[src/shared/hlt_params.svh]
// Constants for the hardware-limit timer mode control
`ifndef HLT_PARAMS_SVH
`define HLT_PARAMS_SVH
// ==========================================
// Mode field layout
`define HLT_MODE_W 5
`define HLT_CNT_W 8
`define HLT_CNT_ZERO 8'h00
// Sub-mode codes (low three bits)
`define HLT_SUB_000 3'h0
`define HLT_SUB_001 3'h1
`define HLT_SUB_010 3'h2
`define HLT_SUB_011 3'h3
`define HLT_SUB_100 3'h4
`define HLT_SUB_101 3'h5
`define HLT_SUB_110 3'h6
`define HLT_SUB_111 3'h7
// Group codes (top two bits)
`define HLT_GRP_FREE 2'h0
`define HLT_GRP_ONE 2'h1
`define HLT_GRP_MONO 2'h2
`endif

[src/shared/hlt_pkg.sv]
// Types shared by the hardware-limit timer mode control
package hlt_pkg;
    // ==========================================
    // Run state of the timer
    typedef enum logic [1:0] {
        HLT_IDLE = 2'b00,
        HLT_ARMED = 2'b01,
        HLT_RUN = 2'b10
    } hlt_state_t;
endpackage : hlt_pkg

[src/rtl/hlt_sync.sv]
// Three-stage input synchroniser with agreement filter
`timescale 1ns/1ps
module hlt_sync (
    input wire logic sys_clk,
    input wire logic srst,
    input wire logic clk_en,
    input wire logic async_in,
    output logic sync_out
);
    import hlt_pkg::*;
    // ==========================================
    // Stage registers
    logic s1;
    logic s2;
    logic s3;
    // Update the filtered level only when the last two stages agree
    wire agree = (s2 == s3);
    always_ff @(posedge sys_clk) begin
        if (srst) begin
            s1 <= 1'b0;
            s2 <= 1'b0;
            s3 <= 1'b0;
            sync_out <= 1'b0;
        end else if (clk_en) begin
            s1 <= async_in;
            s2 <= s1;
            s3 <= s2;
            if (agree) begin
                sync_out <= s3;
            end
        end
    end
endmodule : hlt_sync

[src/rtl/hlt_timer.sv]
// Mode control and 8-bit counter of the hardware-limit timer
`timescale 1ns/1ps
`include "hlt_params.svh"
module hlt_timer #(
    parameter int CNT_W = `HLT_CNT_W
) (
    input wire logic sys_clk,
    input wire logic srst,
    input wire logic clk_en,
    input wire logic [`HLT_MODE_W-1:0] mode,
    input wire logic run_set,
    input wire logic run_clear,
    input wire logic [CNT_W-1:0] period_value,
    input wire logic external_reset_source,
    output logic run_bit,
    output logic [CNT_W-1:0] count_value,
    output logic running,
    output hlt_pkg::hlt_state_t state
);
    import hlt_pkg::*;

    // ==========================================
    // Elaboration check
    if (CNT_W != `HLT_CNT_W) begin : g_bad_width
        $error("hlt_timer supports only the documented counter width");
    end

    // ==========================================
    // Input synchronisation
    logic ext;       // Filtered external level
    logic ext_q;     // Previous filtered level, for edges
    hlt_sync u_sync (
        .sys_clk(sys_clk),
        .srst(srst),
        .clk_en(clk_en),
        .async_in(external_reset_source),
        .sync_out(ext)
    );

    // ==========================================
    // Mode decode
    wire [1:0] grp = mode[4:3];
    wire [2:0] sub = mode[2:0];
    wire rise = ext & ~ext_q;
    wire fall = ~ext & ext_q;
    wire any_edge = rise | fall;
    wire is_free = (grp == `HLT_GRP_FREE);
    wire is_one = (grp == `HLT_GRP_ONE);
    wire is_mono = (grp == `HLT_GRP_MONO) &&
                   ((sub == `HLT_SUB_001) || (sub == `HLT_SUB_010) || (sub == `HLT_SUB_011));
    wire is_lvl1 = (grp == `HLT_GRP_MONO) &&
                   ((sub == `HLT_SUB_110) || (sub == `HLT_SUB_111));
    // Reserved codes freeze the count and force the idle state; the run bit still follows run_set and run_clear
    wire legal = is_free | is_one | is_mono | is_lvl1;
    wire limited = is_one | is_lvl1;   // Match clears the run bit
    wire match = (count_value == period_value);

    // Edge or level that starts an armed one-shot or monostable
    logic start_evt;
    always_comb begin
        start_evt = 1'b0;
        unique case (sub)
            `HLT_SUB_000: start_evt = is_one;
            `HLT_SUB_001: start_evt = rise;
            `HLT_SUB_010: start_evt = fall;
            `HLT_SUB_011: start_evt = any_edge;
            `HLT_SUB_100: start_evt = rise;
            `HLT_SUB_101: start_evt = fall;
            `HLT_SUB_110: start_evt = is_lvl1 ? ext : rise;
            `HLT_SUB_111: start_evt = is_lvl1 ? ~ext : fall;
        endcase
    end

    // Hardware reset condition of the count
    logic hw_rst;
    always_comb begin
        hw_rst = 1'b0;
        if (is_free || is_one || is_lvl1) begin
            unique case (sub)
                `HLT_SUB_011: hw_rst = is_free & any_edge;
                `HLT_SUB_100: hw_rst = rise;
                `HLT_SUB_101: hw_rst = fall;
                `HLT_SUB_110: hw_rst = ~ext;
                `HLT_SUB_111: hw_rst = ext;
                default: hw_rst = 1'b0;
            endcase
        end
    end

    // Free-running gate: true when counting is allowed
    logic free_gate;
    always_comb begin
        free_gate = 1'b1;
        unique case (sub)
            `HLT_SUB_001: free_gate = ext;
            `HLT_SUB_010: free_gate = ~ext;
            `HLT_SUB_110: free_gate = ext;
            `HLT_SUB_111: free_gate = ~ext;
            default: free_gate = 1'b1;
        endcase
    end

    // ==========================================
    // Next-state logic
    hlt_state_t next_state;
    logic [CNT_W-1:0] next_count;
    logic next_run_bit;
    always_comb begin
        next_state = state;
        next_count = count_value;
        next_run_bit = run_bit;
        if (run_set) begin
            next_run_bit = 1'b1;
        end
        if (run_clear) begin
            next_run_bit = 1'b0;
        end
        if (!legal) begin
            next_state = HLT_IDLE;
        end else if (!run_bit) begin
            // Edges seen while off are dropped: the arm step waits for a fresh one
            next_state = HLT_IDLE;
        end else if (is_free) begin
            next_state = HLT_RUN;
            if (hw_rst) begin
                next_count = `HLT_CNT_ZERO;
            end else if (free_gate) begin
                next_count = CNT_W'(count_value + 1'b1);
            end
        end else if (state == HLT_IDLE) begin
            // Run bit newly set: arm, ignore events of this cycle
            next_state = HLT_ARMED;
            next_count = `HLT_CNT_ZERO;
        end else if (state == HLT_ARMED) begin
            if (start_evt) begin
                next_state = HLT_RUN;
            end
        end else begin
            if (hw_rst) begin
                next_count = `HLT_CNT_ZERO;
                if (is_lvl1 || sub == `HLT_SUB_110 || sub == `HLT_SUB_111) begin
                    next_state = is_lvl1 ? HLT_ARMED : HLT_RUN;
                end
            end else if (match) begin
                next_count = `HLT_CNT_ZERO;
                next_state = HLT_ARMED;
                if (limited) begin
                    // Software set beats the hardware clear, a software clear beats both
                    next_run_bit = run_set & ~run_clear;
                    next_state = HLT_IDLE;
                end
            end else begin
                next_count = CNT_W'(count_value + 1'b1);
            end
        end
    end

    // Counting indication for the surrounding logic
    assign running = (state == HLT_RUN) && run_bit &&
                     (!is_free || (free_gate && !hw_rst));

    // ==========================================
    // State registers
    always_ff @(posedge sys_clk) begin
        if (srst) begin
            state <= HLT_IDLE;
            count_value <= `HLT_CNT_ZERO;
            run_bit <= 1'b0;
            ext_q <= 1'b0;
        end else if (clk_en) begin
            state <= next_state;
            count_value <= next_count;
            run_bit <= next_run_bit;
            ext_q <= ext;
        end
    end
endmodule : hlt_timer

[config.mk]
export PLATFORM = sky130hd
export DESIGN_NAME = hlt_timer
export DESIGN_NICKNAME = d
export VERILOG_FILES = /design/src/shared/hlt_pkg.sv /design/src/rtl/hlt_sync.sv /design/src/rtl/hlt_timer.sv
export VERILOG_INCLUDE_DIRS = /design/src /design/src/shared
export SDC_FILE = /design/constraint.sdc
export NUM_CORES = 1
export LEC_CHECK = 0
export BUFFER_PORTS_ARGS = -buffer_cell sky130_fd_sc_hd__buf_2
export CORE_MARGIN = 10
export CORE_UTILIZATION = 40
export DETAILED_ROUTE_END_ITERATION = 8
export GPL_ROUTABILITY_DRIVEN = 0
export PLACE_DENSITY = 0.7
export SLEW_MARGIN = 40
export SYNTH_ARGS = -nofsm -noshare
export SYNTH_HDL_FRONTEND = slang
export SYNTH_HIERARCHICAL = 1
export SYNTH_SLANG_ARGS = --single-unit
[constraint.sdc]
create_clock -name sys_clk -period 4.75 [get_ports sys_clk]
set_clock_uncertainty 0.15 [all_clocks]
set_input_delay 0.475 -clock sys_clk [delete_from_list [all_inputs] [get_ports sys_clk]]
set_output_delay 0.475 -clock sys_clk [all_outputs]
set_load 0.005 [all_outputs]
Yosys cells after proc, flatten, opt, wreduce, memory -nomap -nowiden. Cells that the tools add are included.

Flip-flop bits (word level): 16. Input port bits: 19. Memories kept: 0. Bits in writable memories: 0. ROM bits: 0. Bits in latches: 0. Output and inout bits: 12.

$add $sub $neg: 1. Equality and inequality tests: 18. Multipliers: 0. Bitwise logic cells: 12. Mux-type cells: 34. Magnitude comparators: 0. Div/mod/pow operators: 0. Shift-type cells: 0. Reductions and logical operators: 25.

Operator list (number): $mux W8 (7); $mux W2 (10); $mux W1 (14); $eq A3 B3 Y1 const B (4); $add A8 B1 Y8 const B (1); $eq A8 B8 Y1 (1); $logic_or A1 B1 Y1 (8); $reduce_or A2 Y1 (4); $ne A7 B3 Y1 const B (1); $ne A7 B4 Y1 const B (1); $eq A3 B2 Y1 const B (2); $ne A6 B6 Y1 const B (1); $pmux W1 S6 (1); $logic_and A1 B1 Y1 (5); $or A1 B1 Y1 (5); $pmux W1 S5 (1); $reduce_and A5 Y1 (1); $and A1 B1 Y1 (4); $eq A2 B1 Y1 const B (2); $eq A2 B2 Y1 const B (2); $logic_not A2 Y1 (2); $reduce_and A4 Y1 (1); $eq A3 B1 Y1 const B (1); $logic_not A3 Y1 (1); other kinds (7) (10).

Depth between registers and ports, before layout.
Depth in word-level cells: 12. Gate-level depth with buffers: 8. Depth with buffers taken out: 8.

Hierarchy. Netlist, hierarchy kept.

By module, submodules not included: hlt_timer (area each 1196.1 sq um, cells an instance 148, seq. area each 240.2 sq um, times used 1); hlt_sync (area each 171.4 sq um, cells an instance 16, seq. area each 80.1 sq um, times used 1).

Worst setup path after synthesis. OpenSTA, ideal clock, no wires.

Path kind: register -> output. From: register u_sync.sync_out. To: output port running. Setup slack: 2.172 ns. Stages on the path, launching flop included: 7. Arrival time: 1.953 ns. Buffers on the path: 0. Path through: dfxtp_1 -> inv_1 -> ha_1 -> mux2_1 -> a32o_1 -> o21a_1 -> a2111oi_0.

Longest elaborated chain between the ends: 10.

Ends and longest elaborated chain: start: declaration (RTL line hlt_sync.sv:8) `output logic sync_out`; start signal: assignment (RTL line hlt_sync.sv:23) `sync_out <= 1'b0;`; start signal: assignment (RTL line hlt_sync.sv:29) `sync_out <= s3;`; $not A1 Y1; $and A1 B1 Y1 (RTL line hlt_timer.sv:45) `wire fall = ~ext & ext_q;`; $or A1 B1 Y1 (RTL line hlt_timer.sv:46) `wire any_edge = rise | fall;`; $and A1 B1 Y1 (RTL line hlt_timer.sv:80) `` `HLT_SUB_011: hw_rst = is_free & any_edge; ``; $pmux W1 S5 (RTL line hlt_timer.sv:79) `unique case (sub)`; $mux W1 (RTL line hlt_timer.sv:78) `if (is_free || is_one || is_lvl1) begin`; $logic_not A1 Y1 (RTL line hlt_timer.sv:160) `(!is_free || (free_gate && !hw_rst));`; $logic_and A1 B1 Y1 * (RTL line hlt_timer.sv:160); $logic_or A1 B1 Y1 * (RTL line hlt_timer.sv:160); $logic_and A1 B1 Y1 * (RTL line hlt_timer.sv:159) `assign running = (state == HLT_RUN) && run_bit &&`; end: declaration (RTL line hlt_timer.sv:17) `output logic running,`.

Every way passes the cells marked *; elsewhere a longest branch is shown, timed or not.

Worst setup path in the final report. Same ends and word-level chain as after synthesis.

==> results.py <==
metrics = {
    "run_status": {
        "status": "finished clean",
    },
    "detailed_routing": {
        "drt-pass1-iter-count": 4,
        "vias": 1289,
        "post-route-drc-count": 0,
        "postRouteAntennaNets": 0,
        "wl_mm": 3.26,
        "viasPerCell": 5.44,
        "wire_per_inst_um": 13.8,
        "drt_iter0_drc": 84,
    },
    "sta": {
        "finalSetupViolations": 0,
        "finalSetupTns_ns": 0,
        "hold_violations": 0,
        "rsz0062_at_grt": "no",
        "slew_headroom": 0.546,
        "finalCriticalPeriod_ns": 3.13,
        "holdWs_ns": 0.260,
        "fmax_ghz": 0.320,
        "period_share": 0.659,
        "tightest_slew_ns": 0.674,
        "drv_slew": 0,
    },
    "yosys": {
        "synth_ff_type": "dfxtp_1",
        "yosysUniqueCellTypes": 50,
        "synthTopCellsByCount": "16 x dfxtp_1, 16 x nor2_1, 12 x nand2_1",
        "syn-num-nets": 187,
        "synth-seq-area-share": 0.234,
        "synthCells": 164,
        "yosys_register_bits": 16,
        "synth-edff-count": 0,
        "synth_top_cell_area_share": 0.234,
        "syn_avg_cell_area_um2": 8.34,
        "synthTopCellsByArea": "dfxtp_1 23%, xor2_1 5.1%, xnor2_1 4.5%",
        "yosys_warnings": 6,
        "synthesis.area_um2": 1370,
        "async_flop_share": 0,
        "yosysTopAreaCell": "dfxtp_1",
    },
    "floorplanning": {
        "num_rows": 21,
        "coreArea_um2": 3310,
        "chipHeight_um": 78.5,
        "die-area_um2": 6160,
        "start_util": 0.413,
        "die_w_um": 78.5,
        "ios": 31,
    },
    "global_routing": {
        "grt_pass1_wl_mm": 5.55,
        "track_usage": 0.104,
        "grt_antenna_before_repair": 0,
        "grt_pass1_vias": 1272,
        "grt-ovfl-total": 0,
        "grt_max_degree": 15,
    },
    "cells_and_area": {
        "final_area_um2": 1570,
        "fillers": 360,
        "nets": 215,
        "multi_input_area_um2": 968,
        "drive_above_1_share": 0.225,
        "seq_area_um2": 320,
        "antennaDiodeCount": 0,
        "syn_to_final_growth_pct": 14.5,
        "final_core_util": 0.473,
    },
    "setup_path": {
        "cp.required_ns": 4.12,
        "end_kind": "primary output",
        "startpoint_type": "flip-flop",
        "cp_data_arrival_time_ns": 2.50,
        "r2r_start": "u_sync/sync_out",
        "startpoint": "u_sync/sync_out",
        "critical_path_class": "reg2out",
        "worst-path-max-fanout": 10,
    },
    "power": {
        "p_int_mw": 0.203,
        "p_switching_mw": 0.0736,
        "seq_power_share": 0.502,
        "pwr-share-comb": 0.178,
        "swShare": 0.266,
        "power_density_nw_per_um2": 177,
        "p_leak_nw": 0.628,
        "ir_worst_vdd_mv": 0.0954,
        "p_clk_frac": 0.320,
    },
    "clock_network": {
        "root_buffer": "clkbuf_4",
        "cts_tree": "yes",
        "clk_pin_slew_ns": 0.09,
        "clk_path_buf_depth": 2,
        "numCtsBuffers": 3,
        "clock-sinks": 16,
        "htree_levels": 1,
        "clock_latency_ns": 0.28,
        "ctsResizeCount": 0,
        "cts_hold_buffers": 0,
        "cts_setup_buffers": 0,
    },
    "placement": {
        "placed_cell_area_um2": 1530,
        "port_buffers": 30,
        "dpl.hpwl_mm": 2.57,
    },
    "run": {
        "maxCapViolCount": 0,
    },
    "worst_hold_path": {
        "hold_class": "in2reg",
        "hold_path.startpoint": "run_clear",
    },
}
==> metrics by stage <==
| stage | instances | power, mW | worst slack (ns) |
|---|---|---|---|
| after CTS | 237 | 0.280 | 1.60 |
| after detailed placement | 233 | 0.191 | 1.91 |
| after global placement | 233 | 0.191 | 2.01 |
| final | 237 | 0.277 | 1.62 |
| after floorplan | 164 | 0.175 | 2.17 |
| after global routing | 237 | 0.290 | 1.30 |
==> power groups by stage <==
stage | logic, mW | clock network, mW | registers (mW)
floorplan | 0.0334 | 0 | 0.141
global placement | 0.0487 | 0 | 0.142
detailed placement | 0.0488 | 0 | 0.142
CTS | 0.0490 | 0.0925 | 0.139
global route | 0.0549 | 0.0959 | 0.139
finish | 0.0493 | 0.0887 | 0.139
==> kinds of logic (layout without fill, tap and decap cells) <==
group | Yosys count | in the layout | synth area share
simple gates | 65 | 65 | 0.266
compound gates | 41 | 41 | 0.256
flops | 16 | 16 | 0.234
buf+inv | 16 | 43 | 0.0576
xor+xnor | 15 | 15 | 0.0961
mux | 7 | 7 | 0.0531
fa+ha+maj | 4 | 4 | 0.0366
==> layer usage <==
layer	track usage	wire length (um)	vias up
met5	0	0	-
met4	0.0430	60	0
met1	0.127	1590	597
met3	0.0239	161	6
met2	0.173	1450	32
li1	-	-	654
==> final timing paths <==
kind | end | slack (ns) | depth (start not counted)
hold / removal | run_bit | 0.26 | 2
setup reg to reg | state[1] | 2.11 | 8
hold reg to reg | u_sync/sync_out | 0.35 | 2
setup / recovery | running | 1.62 | 7
==> sequential cells by signal, summed over array words and instances, names as in the netlist <==
name	flops
u_sync/s1	1
count_value	8
u_sync/sync_out	1
u_sync/s2	1
u_sync/s3	1
state	2
ext_q	1
run_bit	1
==> worst max-delay path, stage by stage (launching register included) <==
cell       delay [ns]
dfxtp_1          0.52
inv_1            0.10
ha_1             0.24
mux2_1           0.31
a32o_1           0.25
o21a_1           0.20
a2111oi_0        0.42
buf_2            0.19
==> placed cells by master (no fill, tap or decap), drive strengths merged, types with 2 or more instances in the layout <==
master,count
ha,4
a211oi,5
clkbuf,4
a2111oi,4
nand2,12
mux2i,5
inv,9
o22ai,2
o21a,4
a21oi,8
nand3b,2
nand3,4
and4,2
o21ai,5
a31oi,3
buf,30
nand2b,5
nor2,16
mux2,2
xnor2,7
and4b,2
or2,2
nand4,2
nor4,3
xor2,8
nor3,2
and3,2
o32ai,2
dfxtp,16
nor2b,7
==> final cells by class <==
cell class                      count  share of cell area
Clock buffer                        4              0.0232
Sequential cell                    16               0.204
Inverter                            9              0.0216
Multi-Input combinational cell    132               0.618
Timing Repair Buffer               30              0.0958
Tap cell                           46              0.0367
No activity file was read; power rests on OpenSTA's default activity.
